--- config.mk ---
export PLATFORM = sky130hd
export DESIGN_NAME = kpd_readout
export DESIGN_NICKNAME = d
export VERILOG_FILES = /design/src/common/kpd_pkg.sv /design/src/hdl/kpd_event_fifo.sv /design/src/hdl/kpd_readout.sv
export VERILOG_INCLUDE_DIRS = /design/src /design/src/common
export SDC_FILE = /design/constraint.sdc
export NUM_CORES = 1
export LEC_CHECK = 0
export ABC_CLOCK_PERIOD_IN_PS = 4300
export BUFFER_PORTS_ARGS = -buffer_cell sky130_fd_sc_hd__buf_2
export CORE_MARGIN = 2
export CORE_UTILIZATION = 64
export DETAILED_ROUTE_END_ITERATION = 6
export PLACE_DENSITY = 0.85
export SYNTH_ARGS = -nofsm -noshare
export SYNTH_HDL_FRONTEND = slang
export SYNTH_SLANG_ARGS = --single-unit
--- constraint.sdc ---
create_clock -name clk_sys -period 4.3 [get_ports clk_sys]
set_clock_uncertainty 0.05 [all_clocks]
set_input_delay 0.215 -clock clk_sys [delete_from_list [all_inputs] [get_ports clk_sys]]
set_output_delay 0.215 -clock clk_sys [all_outputs]
set_load 0.02 [all_outputs]
--- src/common/kpd_consts.svh ---
`ifndef KPD_CONSTS_SVH
`define KPD_CONSTS_SVH

// Register offsets on the internal register port
`define KPD_ADDR_IRQ_CLEAR   8'h08
`define KPD_ADDR_SLOT_FIRST  8'h0b
`define KPD_ADDR_SLOT_SECOND 8'h0c
`define KPD_ADDR_SLOT_THIRD  8'h0d
`define KPD_ADDR_SLOT_FOURTH 8'h0e
`define KPD_ADDR_EVENT_QUEUE 8'h10

// Bit positions
`define KPD_BIT_SCAN_CLEAR   0
`define KPD_BIT_EVT_FLUSH    1
`define KPD_BIT_FLAG         7

// Values
`define KPD_CODE_EMPTY       8'h7f
`define KPD_READ_UNMAPPED    8'h00
`define KPD_ROW_RESET        3'h7
`define KPD_COL_RESET        4'hf

// Sizes
`define KPD_SLOT_COUNT       4
`define KPD_EVT_DEPTH        15

`endif

--- src/common/kpd_pkg.sv ---
package kpd_pkg;

    // Row and column of one key
    typedef struct packed {
        logic [2:0] key_row_index;
        logic [3:0] key_column_index;
    } kpd_key_t;

    // One byte as read by the host: flag bit over key position
    typedef struct packed {
        logic     flag;
        kpd_key_t key;
    } kpd_code_t;

    // Result of one keyboard scan
    typedef struct packed {
        kpd_key_t [3:0] keys;
        logic     [2:0] count;
        logic           too_many;
    } kpd_scan_t;

endpackage : kpd_pkg

--- src/hdl/kpd_event_fifo.sv ---
`timescale 1ns/1ns
`include "kpd_consts.svh"

module kpd_event_fifo #(
    parameter int DEPTH = `KPD_EVT_DEPTH,
    parameter int PTR_W = 4
) (
    input  wire logic             clk_sys,   // System clock
    input  wire logic             rst_n,     // Synchronised reset
    input  wire logic             push,      // Store one event
    input  wire kpd_pkg::kpd_code_t push_data, // Event to store
    input  wire logic             pop,       // Remove the oldest event
    input  wire logic             flush,     // Drop everything
    output kpd_pkg::kpd_code_t    head,      // Oldest event
    output logic                  empty,     // No event held
    output logic                  overflow   // Push refused, queue full
);

    kpd_pkg::kpd_code_t mem [DEPTH];
    logic [PTR_W-1:0]   wr_ptr_reg;
    logic [PTR_W-1:0]   rd_ptr_reg;
    logic [PTR_W:0]     count_reg;
    logic               full;
    logic               do_push;
    logic               do_pop;

    function automatic logic [PTR_W-1:0] next_ptr(input logic [PTR_W-1:0] p);
        next_ptr = (p == PTR_W'(DEPTH - 1)) ? '0 : p + 1'b1;
    endfunction : next_ptr

    assign full     = (count_reg == (PTR_W + 1)'(DEPTH));
    assign empty    = (count_reg == '0);
    assign do_pop   = pop && !empty;
    assign do_push  = push && (!full || do_pop);
    assign overflow = push && full && !do_pop;
    assign head     = mem[rd_ptr_reg];

    //////////////////////////////////////////////////////////////////////
    // Storage, newest written behind the rest
    always_ff @(posedge clk_sys) begin
        if (do_push && !flush) begin
            mem[wr_ptr_reg] <= push_data;
        end
    end

    always_ff @(posedge clk_sys or negedge rst_n) begin
        if (!rst_n) begin
            wr_ptr_reg <= '0;
            rd_ptr_reg <= '0;
            count_reg  <= '0;
        end else if (flush) begin
            wr_ptr_reg <= '0;
            rd_ptr_reg <= '0;
            count_reg  <= '0;
        end else begin
            if (do_push) begin
                wr_ptr_reg <= next_ptr(wr_ptr_reg);
            end
            if (do_pop) begin
                rd_ptr_reg <= next_ptr(rd_ptr_reg);
            end
            if (do_push && !do_pop) begin
                count_reg <= count_reg + 1'b1;
            end else if (do_pop && !do_push) begin
                count_reg <= count_reg - 1'b1;
            end
        end
    end

endmodule : kpd_event_fifo

--- src/hdl/kpd_readout.sv ---
`timescale 1ns/1ns
`include "kpd_consts.svh"

module kpd_readout #(
    parameter int EVT_DEPTH = `KPD_EVT_DEPTH
) (
    input  wire logic               clk_sys,              // System clock, 10 MHz
    input  wire logic               rstn,                 // Asynchronous reset, active low
    input  wire logic               ptr_load,             // Load register pointer
    input  wire logic [7:0]         ptr_value,            // New register pointer
    input  wire logic               rd_stb,               // Read one byte at pointer
    input  wire logic               wr_stb,               // Write one byte at pointer
    input  wire logic [7:0]         wr_data,              // Byte written
    output logic [7:0]              rd_data,              // Byte read
    input  wire logic               scan_update,          // Scan result changed
    input  wire kpd_pkg::kpd_scan_t scan_result,          // Keys held after the scan
    input  wire logic               evt_valid,            // New press or release
    input  wire kpd_pkg::kpd_code_t evt_code,             // Event, flag set for release
    output logic                    scan_interrupt_flag,  // Scan result pending
    output logic                    key_event_interrupt,  // Events queued
    output logic                    event_lost_interrupt, // Queue overflowed
    output logic                    key_lost_interrupt    // Key code lost
);

    logic                rst_meta_reg;
    logic                rst_sync_reg;
    logic                rst_n;
    logic [7:0]          ptr_reg;
    logic [7:0]          rd_data_reg;
    kpd_pkg::kpd_code_t  slot_reg [`KPD_SLOT_COUNT];
    logic [3:0]          slot_read_reg;
    logic [3:0]          slot_read_next;
    logic                scan_flag_reg;
    logic                key_lost_reg;
    logic                evt_lost_reg;
    logic                evt_irq_reg;
    logic                rd_slot;
    logic                rd_queue;
    logic                clr_scan;
    logic                flush;
    logic                all_read;
    kpd_pkg::kpd_code_t  fifo_head;
    logic                fifo_empty;
    logic                fifo_overflow;
    logic                pop;

    //////////////////////////////////////////////////////////////////////
    // Reset release
    always_ff @(posedge clk_sys or negedge rstn) begin
        if (!rstn) begin
            rst_meta_reg <= 1'b0;
            rst_sync_reg <= 1'b0;
        end else begin
            rst_meta_reg <= 1'b1;
            rst_sync_reg <= rst_meta_reg;
        end
    end

    assign rst_n = rst_sync_reg;

    //////////////////////////////////////////////////////////////////////
    // Decoding helpers
    function automatic logic is_slot(input logic [7:0] a);
        is_slot = (a >= `KPD_ADDR_SLOT_FIRST) && (a <= `KPD_ADDR_SLOT_FOURTH);
    endfunction : is_slot

    function automatic logic [1:0] slot_index(input logic [7:0] a);
        logic [7:0] d;
        d          = a - `KPD_ADDR_SLOT_FIRST;
        slot_index = d[1:0];
    endfunction : slot_index

    // Slot n: key n if present, else the empty code; flag tells a further key
    function automatic kpd_pkg::kpd_code_t build_slot(input kpd_pkg::kpd_scan_t s, input int n);
        kpd_pkg::kpd_code_t c;
        c = `KPD_CODE_EMPTY;
        if (32'(s.count) > n) begin
            c.key = s.keys[n];
        end
        if (n == `KPD_SLOT_COUNT - 1) begin
            c.flag = s.too_many;
        end else begin
            c.flag = (32'(s.count) > n + 1);
        end
        build_slot = c;
    endfunction : build_slot

    assign rd_slot  = rd_stb && is_slot(ptr_reg);
    assign rd_queue = rd_stb && (ptr_reg == `KPD_ADDR_EVENT_QUEUE);
    assign clr_scan = wr_stb && (ptr_reg == `KPD_ADDR_IRQ_CLEAR) && wr_data[`KPD_BIT_SCAN_CLEAR];
    assign flush    = wr_stb && (ptr_reg == `KPD_ADDR_IRQ_CLEAR) && wr_data[`KPD_BIT_EVT_FLUSH];
    assign pop      = rd_queue && !fifo_empty;

    //////////////////////////////////////////////////////////////////////
    // Register pointer
    always_ff @(posedge clk_sys or negedge rst_n) begin
        if (!rst_n) begin
            ptr_reg <= 8'h00;
        end else if (ptr_load) begin
            ptr_reg <= ptr_value;
        end else if ((rd_stb || wr_stb) && (ptr_reg != `KPD_ADDR_EVENT_QUEUE)) begin
            ptr_reg <= ptr_reg + 8'h01;
        end
    end

    //////////////////////////////////////////////////////////////////////
    // Key slots
    always_ff @(posedge clk_sys or negedge rst_n) begin
        if (!rst_n) begin
            for (int i = 0; i < `KPD_SLOT_COUNT; i++) begin
                slot_reg[i] <= {1'b0, `KPD_ROW_RESET, `KPD_COL_RESET};
            end
        end else if (scan_update) begin
            for (int i = 0; i < `KPD_SLOT_COUNT; i++) begin
                slot_reg[i] <= build_slot(scan_result, i);
            end
        end
    end

    //////////////////////////////////////////////////////////////////////
    // Read data
    always_ff @(posedge clk_sys or negedge rst_n) begin
        if (!rst_n) begin
            rd_data_reg <= `KPD_READ_UNMAPPED;
        end else if (rd_stb) begin
            if (rd_slot) begin
                rd_data_reg <= slot_reg[slot_index(ptr_reg)];
            end else if (ptr_reg == `KPD_ADDR_EVENT_QUEUE) begin
                rd_data_reg <= fifo_empty ? `KPD_CODE_EMPTY : fifo_head;
            end else begin
                rd_data_reg <= `KPD_READ_UNMAPPED;
            end
        end
    end

    assign rd_data = rd_data_reg;

    //////////////////////////////////////////////////////////////////////
    // Slot read tracking and scan flag
    always_comb begin
        slot_read_next = slot_read_reg;
        if (rd_slot) begin
            slot_read_next[slot_index(ptr_reg)] = 1'b1;
        end
    end

    assign all_read = rd_slot && (slot_read_next == 4'hf);

    always_ff @(posedge clk_sys or negedge rst_n) begin
        if (!rst_n) begin
            slot_read_reg <= 4'h0;
        end else if (scan_update || all_read || clr_scan) begin
            slot_read_reg <= 4'h0;
        end else begin
            slot_read_reg <= slot_read_next;
        end
    end

    always_ff @(posedge clk_sys or negedge rst_n) begin
        if (!rst_n) begin
            scan_flag_reg <= 1'b0;
        end else if (scan_update) begin
            scan_flag_reg <= 1'b1;
        end else if (all_read || clr_scan) begin
            scan_flag_reg <= 1'b0;
        end
    end

    //////////////////////////////////////////////////////////////////////
    // Key lost flag
    always_ff @(posedge clk_sys or negedge rst_n) begin
        if (!rst_n) begin
            key_lost_reg <= 1'b0;
        end else if ((scan_update && scan_flag_reg) || (scan_update && scan_result.too_many)) begin
            key_lost_reg <= 1'b1;
        end else if (clr_scan) begin
            key_lost_reg <= 1'b0;
        end
    end

    //////////////////////////////////////////////////////////////////////
    // Event queue and its flags
    kpd_event_fifo #(
        .DEPTH     (EVT_DEPTH),
        .PTR_W     (4)
    ) u_event_fifo (
        .clk_sys   (clk_sys),
        .rst_n     (rst_n),
        .push      (evt_valid),
        .push_data (evt_code),
        .pop       (pop),
        .flush     (flush),
        .head      (fifo_head),
        .empty     (fifo_empty),
        .overflow  (fifo_overflow)
    );

    always_ff @(posedge clk_sys or negedge rst_n) begin
        if (!rst_n) begin
            evt_lost_reg <= 1'b0;
        end else if (fifo_overflow) begin
            evt_lost_reg <= 1'b1;
        end else if (flush) begin
            evt_lost_reg <= 1'b0;
        end
    end

    always_ff @(posedge clk_sys or negedge rst_n) begin
        if (!rst_n) begin
            evt_irq_reg <= 1'b0;
        end else begin
            evt_irq_reg <= !fifo_empty;
        end
    end

    assign scan_interrupt_flag  = scan_flag_reg;
    assign key_event_interrupt  = evt_irq_reg;
    assign event_lost_interrupt = evt_lost_reg;
    assign key_lost_interrupt   = key_lost_reg;
endmodule : kpd_readout

==> Implementation_results.wiki, run 1 <==
{| class="wikitable"
! Metric !! Value
|-
| Final WL || ~19 mm
|-
| Die X || around 120 um
|-
| Most frequent cell after synthesis || sky130_fd_sc_hd__edfxtp_1
|-
| Most frequent CP cell || sky130_fd_sc_hd__nand2_1
|-
| Synthesized netlist net count || roughly 650
|-
| Maximum number of pins on one net before global-route repair || 45
|-
| Kind of cell with the highest combined delay on the critical path || simple AND/OR/NAND/NOR gates
|-
| Final worst slack || about 710 ps
|-
| First-pass GRT wire length || between 30 and 40 mm
|-
| Area of the core || approximately 0.013 mm^2
|-
| Category of the worst setup path capture point || register
|-
| Post-Syn Area || 0.00829 mm^2
|-
| Initial standard-cell utilization of the core || roughly 66%
|-
| Slowest stage cell on the critical path || sky130_fd_sc_hd__nor2_1
|-
| Layout fillers || 677
|-
| Total half-perimeter wirelength after legalization and detailed placement || ~12 mm
|-
| Clock-pin slew on the worst setup and hold paths || ~70 ps
|-
| Setup WS pre-CTS || 831 ps
|-
| Top Usage Layer GRT || met2
|-
| Number of global-route vias before repair || approximately 5600
|-
| Share of the synthesized area in the top cell type || 43.5%
|-
| Drt first-iter violations || between 700 and 800
|-
| Global placement routability congestion || ~0.84
|-
| Sequential standard cell area || around 0.0054 mm^2
|-
| Boundary pin count || 75
|-
| Source-to-sink clock delay at the later pin of the worst-skew pair || roughly 430 ps
|-
| Cell area power density || ~500 mW/mm^2
|-
| Number of setup violations in the final report || 0
|-
| Power after layout || a little under 5 mW
|-
| Asr flop ratio synth || 37.2%
|-
| Wire per inst || around 23 um
|-
| Vertical die dimension || 118 um
|-
| CP cell instances || or4_1, nor2_1, inv_1, nand2_1, nand2_1, fa_1, a21o_1, a21oi_1, nand4_1, o31a_1, mux2i_1
|-
| Met3 Use GR || 6.35%
|-
| Cell Count Post-Placement || about 790
|-
| Yosys warnings || 0
|-
| Post-cts gate resize count || 0
|-
| Required time of the critical path || 4570 ps
|-
| Fraction of layout cells with a size suffix above 1 || between 20 and 30%
|-
| Gate Count Post-Synth || approximately 570
|-
| VDD IR max || around 0.37 mV
|-
| Total Negative Setup Slacks || 0 ps
|-
| Achievable Freq || approximately 0.28 GHz
|-
| Post-CTS Hold Buffers || 38
|-
| Global routing met2 resource utilization || between 40% and 50%
|-
| Unique cell type count in the Yosys netlist || 58
|-
| Post-detailed-route DRC marker count || 0
|-
| Count of placed standard cells in the final layout, fillers left out || about 850
|-
| Port Buffer Count || between 60 and 70
|-
| Cell area reported after detailed placement || 0.00875 mm^2
|-
| Clk sink count || roughly 190
|-
| Utilization after layout || just under 80%
|-
| Number of flip-flops in the largest register || between 100 and 150
|-
| Startpoint type of the worst setup path || register
|-
| Number of CTS-inserted buffers || 17
|-
| Number of enable flip-flop cells after synthesis || 120
|-
| Number of H-tree branching levels || 4
|-
| Avg Synthesized Cell Area || 14.4 um^2
|-
| TritonCTS clock tree || built
|-
| Area enclosed by the die boundary || 0.0139 mm^2
|-
| Worst slack on hold paths || ~15 ps
|-
| Congestion Overflow GR || 0
|-
| Worst min path class || in -> reg
|-
| Top post-synthesis cells by count || 120 x sky130_fd_sc_hd__edfxtp_1, 43 x sky130_fd_sc_hd__dfrtp_1, 36 x sky130_fd_sc_hd__nor2_1
|-
| Primary flip-flop cell chosen by synthesis mapping || sky130_fd_sc_hd__edfxtp_1
|-
| Sequential area share after synthesis || approximately two thirds
|-
| Transition time at the pin with the least slew margin || ~1100 ps
|-
| Worst path bufs/invs || 1
|-
| Cell Rows || 41
|-
| Post-CTS Setup Repair Bufs || 0
|-
| Synth top area cells || sky130_fd_sc_hd__edfxtp_1 43%, sky130_fd_sc_hd__dfrtp_1 13%, sky130_fd_sc_hd__dfstp_2 8.9%
|-
| Final Cycle Share || a little over four fifths
|-
| Antenna diode count || 0
|-
| Worst slew margin relative to its limit || about 28%
|-
| Final number of hold-violating endpoints || 0
|-
| Detailed-route via count || 5587
|-
| Number of flip-flops and latches in the synthesized netlist || 191
|-
| Kind of critical path || reg -> reg
|-
| Post-detailed-route count of antenna-violating nets || 0
|-
| Critical-path maximum fanout || 11
|-
| Leakage power || approximately 3.6 nW
|-
| All-layer global routing usage || between 20% and 30%
|-
| Met1 GRT Util || a little under two fifths
|-
| Number of iterations in the first detailed-routing pass || 5
|-
| Max-capacitance violation count || 0
|-
| Minimum clock period after layout || 3590 ps
|-
| Summed area of non-filler cells in the final layout || ~0.0097 mm^2
|-
| Cell type contributing the most total cell area after synthesis || sky130_fd_sc_hd__edfxtp_1
|-
| Area used by multi-input combinational logic || 0.00267 mm^2
|-
| Delay of the slowest critical-path stage || around 590 ps
|-
| Data arrival, critical path || between 3000 and 4000 ps
|-
| Maximum number of buffers from clock root to sink || 2
|-
| Area overhead of the layout relative to synthesis || 17.3%
|-
| Final-report max-slew violation count || 0
|-
| Clock tree root buffer cell || sky130_fd_sc_hd__clkbuf_16
|-
| Setup repair after global routing missed its margin || no
|-
| Run status || finished, final reports clean
|-
| Layout net count || about 740
|-
| Via density per instance || about 6.5
|-
| Antenna violations before repair || 0
|}
==> path summary, 6_finish.rpt <==
path / startpoint / to / slack, ps / cells after the start
max in group asynchronous: rst_n / u_event_fifo.rd_ptr_reg[0] / 2910 / 1
min in group asynchronous: rstn / rst_n / 40 / 2
hold / removal: wr_data[0] / key_lost_interrupt / 20 / 4
setup / recovery: u_event_fifo.count_reg[0] / u_event_fifo.count_reg[4] / 710 / 11
hold reg to reg: rst_meta_reg / rst_n / 300 / 0
setup reg to reg: u_event_fifo.count_reg[0] / u_event_fifo.count_reg[4] / 710 / 11
==> layer usage <==
layer / vias to the layer above / wire, um
li1: 2405 / -
met1: 2791 / 7560
met2: 319 / 9600
met3: 72 / 1350
met4: 0 / 866
met5: - / 0
==> cell families after synthesis <==
group	synth area share (%)
DFF	65.3
AOI/OAI and AO/OA	10.7
and+or+nand+nor	7.49
muxes	11.2
buffers and inverters	2.54
adders and majority gates	1.75
xor gates and xnor gates	0.951
other	0.0452
==> final cells by class <==
type	instances	share of cell area, %
Tap cell	172	2.21
Clock inverter	12	1.61
Clock buffer	19	4.45
Inverter	16	0.618
Sequential cell	191	55.7
Multi-Input combinational cell	331	27.4
Timing Repair Buffer	113	7.95
==> layout by cell type, fill, tap and decap left out, drive strengths merged, types with 19 or more instances in the layout <==
cell	count
mux4	24
o21ai	24
nor2	36
o22a	23
dlygate4sd3	38
dfrtp	43
nand2	32
inv	20
dfstp	28
clkbuf	19
mux2	22
edfxtp	120
buf	75
a21oi	22
==> where the power goes <==
| part | internal (mW) | switching [mW] |
|---|---|---|
| clock network | 0.916 | 0.678 |
| registers | 2.18 | 0.222 |
| logic | 0.426 | 0.465 |
| total | 3.52 | 1.36 |
==> worst register-to-register path: stages, from the launching register on <==
cell,delay (ps)
sky130_fd_sc_hd__dfrtp_1,470
sky130_fd_sc_hd__or4_1,560
sky130_fd_sc_hd__nor2_1,590
sky130_fd_sc_hd__inv_1,220
sky130_fd_sc_hd__nand2_1,180
sky130_fd_sc_hd__nand2_1,160
sky130_fd_sc_hd__fa_1,460
sky130_fd_sc_hd__a21o_1,190
sky130_fd_sc_hd__a21oi_1,230
sky130_fd_sc_hd__nand4_1,130
sky130_fd_sc_hd__o31a_1,130
sky130_fd_sc_hd__mux2i_1,110
Note: power is estimated with default switching activity, not from simulation.
==> run 2: changes to the inputs <==
--- a/config.mk
+++ b/config.mk
@@ -6,12 +6,12 @@
 export SDC_FILE = /design/constraint.sdc
 export NUM_CORES = 1
 export LEC_CHECK = 0
-export ABC_CLOCK_PERIOD_IN_PS = 4300
+export ABC_CLOCK_PERIOD_IN_PS = 3700
 export BUFFER_PORTS_ARGS = -buffer_cell sky130_fd_sc_hd__buf_2
 export CORE_MARGIN = 2
-export CORE_UTILIZATION = 64
+export CORE_UTILIZATION = 59
 export DETAILED_ROUTE_END_ITERATION = 6
-export PLACE_DENSITY = 0.85
+export PLACE_DENSITY = 0.79
 export SYNTH_ARGS = -nofsm -noshare
 export SYNTH_HDL_FRONTEND = slang
 export SYNTH_SLANG_ARGS = --single-unit
==> constraint.sdc (replaced) <==
create_clock -name clk_sys -period 3.7 [get_ports clk_sys]
set_clock_uncertainty 0.05 [all_clocks]
set_input_delay 0.185 -clock clk_sys [delete_from_list [all_inputs] [get_ports clk_sys]]
set_output_delay 0.185 -clock clk_sys [all_outputs]
set_load 0.02 [all_outputs]
==> Implementation_results.wiki, run 2 (synthesis gave the netlist of run 1 again) <==
{| class="wikitable"
! Metric !! Value
|-
| Run status || finished, final reports clean
|-
| Data arrival, critical path || 3630 ps (-220 ps)
|-
| Layout net count || 755 (+1.5%)
|-
| Maximum number of pins on one net before global-route repair || 46 (+2.2%)
|-
| Initial standard-cell utilization of the core || 60.0% (-5.7 points)
|-
| Port Buffer Count || 68 (unchanged)
|-
| Source-to-sink clock delay at the later pin of the worst-skew pair || 430 ps (about the same)
|-
| Cell Rows || 43 (+4.9%)
|-
| Final Cycle Share || 90.9% (+7.5 points)
|-
| Most common cell after layout, fill and taps aside || sky130_fd_sc_hd__edfxtp_1
|-
| Cell area reported after detailed placement || 0.00884 mm^2 (+1.0%)
|-
| Die X || 123 um (+4.0%)
|-
| TritonCTS clock tree || built
|-
| Required time of the critical path || 3970 ps (-600 ps)
|-
| Post-detailed-route DRC marker count || 0 (unchanged)
|-
| Leakage power || 3.66 nW (+0.98%)
|-
| Number of H-tree branching levels || 4 (unchanged)
|-
| Top Usage Layer GRT || met2
|-
| Share of total power consumed by net switching || 28.0% (+0.066 points)
|-
| Drt first-iter violations || 477 (-36%)
|-
| Combinational Power Share || 19.5% (+1.3 points)
|-
| Critical-path maximum fanout || 9 (-2)
|-
| Final-report max-slew violation count || 0 (unchanged)
|-
| Post-CTS Setup Repair Bufs || 0 (unchanged)
|-
| Global placement routability congestion || 0.931 (+11%)
|-
| Met1 GRT Util || 34.0% (-4.3 points)
|-
| Cell Int Power || 3.98 mW (+13%)
|-
| Startpoint type of the worst setup path || register
|-
| Total Negative Setup Slacks || 0 ps (unchanged)
|-
| Kind of critical path || reg -> reg
|-
| Net switching power || 1.55 mW (+13%)
|-
| Clock tree root buffer cell || sky130_fd_sc_hd__clkbuf_16
|-
| VDD IR max || 0.348 mV (-5.0%)
|-
| Max-capacitance violation count || 0 (unchanged)
|-
| Met3 Use GR || 5.76% (-0.58 points)
|-
| Area of the core || 0.0138 mm^2 (+9.6%)
|-
| Worst min path class || in -> reg
|-
| Final WL || 18.7 mm (-3.4%)
|-
| Minimum clock period after layout || 3360 ps (-222 ps)
|-
| Utilization after layout || 70.7% (-6.3 points)
|-
| Transition time at the pin with the least slew margin || 1270 ps (+201 ps)
|-
| Number of iterations in the first detailed-routing pass || 5 (unchanged)
|-
| First-pass GRT wire length || 29.2 mm (-4.6%)
|-
| Global routing met2 resource utilization || 45.7% (-1.2 points)
|-
| Via density per instance || 6.23 (-4.8%)
|-
| Number of CTS-inserted buffers || 17 (unchanged)
|-
| Reg power frac || 49.8% (+0.6 points)
|-
| Fraction of layout cells with a size suffix above 1 || 27.9% (+0.91 points)
|-
| Cell area power density || 565 mW/mm^2 (+12%)
|-
| Number of flip-flops in the largest register || 120 (unchanged)
|-
| Area enclosed by the die boundary || 0.0150 mm^2 (+8.2%)
|-
| All-layer global routing usage || 26.7% (-2.5 points)
|-
| Setup repair after global routing missed its margin || no
|-
| Antenna violations before repair || 0 (unchanged)
|-
| Final number of hold-violating endpoints || 0 (unchanged)
|-
| Worst slew margin relative to its limit || 14.4% (-14 points)
|-
| Post-detailed-route count of antenna-violating nets || 0 (unchanged)
|-
| Clk sink count || 191 (unchanged)
|-
| Number of setup violations in the final report || 0 (unchanged)
|-
| Vertical die dimension || 123 um (+4.0%)
|-
| Total half-perimeter wirelength after legalization and detailed placement || 12.0 mm (+3.9%)
|-
| Summed area of non-filler cells in the final layout || 0.00978 mm^2 (+0.62%)
|-
| Area overhead of the layout relative to synthesis || 18.0%
|-
| Antenna diode count || 0 (unchanged)
|-
| Achievable Freq || 0.297 GHz (+6.6%)
|-
| Category of the worst setup path capture point || register
|-
| Number of global-route vias before repair || 5538 (-0.29%)
|-
| Commonest non-fill, non-tap cells in the layout || 120 x sky130_fd_sc_hd__edfxtp_1, 68 x sky130_fd_sc_hd__buf_2, 41 x sky130_fd_sc_hd__dfrtp_1
|-
| Maximum number of buffers from clock root to sink || 2 (unchanged)
|-
| Wire per inst || 21.5 um (-5.4%)
|-
| Detailed-route via count || 5433 (-2.8%)
|-
| Clock power share || 30.7% (-1.9 points)
|-
| Congestion Overflow GR || 0 (unchanged)
|-
| Boundary pin count || 75 (unchanged)
|-
| Clock-pin slew on the worst setup and hold paths || 70 ps (about the same)
|}
==> run 2: cell types whose count changed in the layout (fill, tap and decap cells not counted), sizes merged <==
cell | previous run | this run
buf | 75 | 84
bufinv | 3 | 1
clkinv | 2 | 4
dlygate4sd3 | 38 | 40
clkbuf | 19 | 18
==> run 2: worst max-delay path, cell delays in order (launching register included) <==
cell and delay, ps:
sky130_fd_sc_hd__dfrtp_1 480, sky130_fd_sc_hd__inv_1 150, sky130_fd_sc_hd__ha_1 180, sky130_fd_sc_hd__and4bb_1 300, sky130_fd_sc_hd__nand3_1 300, sky130_fd_sc_hd__a31oi_4 390
sky130_fd_sc_hd__nand2_1 220, sky130_fd_sc_hd__fa_1 440, sky130_fd_sc_hd__a21o_1 180, sky130_fd_sc_hd__a21oi_1 210, sky130_fd_sc_hd__nand4_1 120, sky130_fd_sc_hd__o31a_1 130
sky130_fd_sc_hd__mux2i_1 120
==> run 2: per-layer routing <==
metal | share of wire (%) | up-vias
met5 | 0 | -
met4 | 2.5 | 0
met3 | 4.8 | 42
met2 | 52 | 198
met1 | 41 | 2768
li1 | - | 2425
==> run 2: final cells by class <==
cell class | count | area [um^2]
inverters | 16 | 60.1
well taps | 180 | 225
fillers | 864 | 4050
repair buffers | 124 | 873
flip-flops and latches | 191 | 5420
clock buffers | 18 | 429
multi-input cells | 331 | 2670
clock inverters | 12 | 110
==> run 2: path summary, 6_finish.rpt <==
path                           startpoint                         to  slack, ps  cells past startpoint
max                            ptr_reg[1]  u_event_fifo.count_reg[4]        340                     12
min                        scan_result[3]                slot_reg[4]         40                      2
max reg2reg                    ptr_reg[1]  u_event_fifo.count_reg[4]        340                     12
min reg2reg                  rst_meta_reg                      rst_n        310                      0
max in group asynchronous           rst_n               slot_reg[12]       2270                      1
min in group asynchronous           rst_n               slot_reg[15]        380                      0
==> run 2: stage by stage <==
stage	hold slack [ps]	std cells	power, mW	worst slack, ps
2_1_floorplan	-161	574	3.48	446
3_3_place_gp	-79.8	802	3.75	557
3_5_place_dp	-78.6	802	3.82	415
4_1_cts	3.72	872	5.53	395
5_1_grt	57.9	872	5.74	156
6_report	35.1	872	5.52	337
==> run 2: timing repair <==
action | 4_1_cts | 5_1_grt
hold buffers | 40 | 0
endpoints found under the hold margin | 40 | 0
gates resized for setup | 0 | 0
==> run 2: power groups by stage <==
stage / logic, mW / clock network (mW) / registers, mW
after floorplan: 0.800 / 0 / 2.68
after global placement: 0.993 / 0 / 2.76
after detailed placement: 1.04 / 0 / 2.79
after CTS: 1.08 / 1.71 / 2.74
after global routing: 1.17 / 1.79 / 2.78
final: 1.08 / 1.69 / 2.75
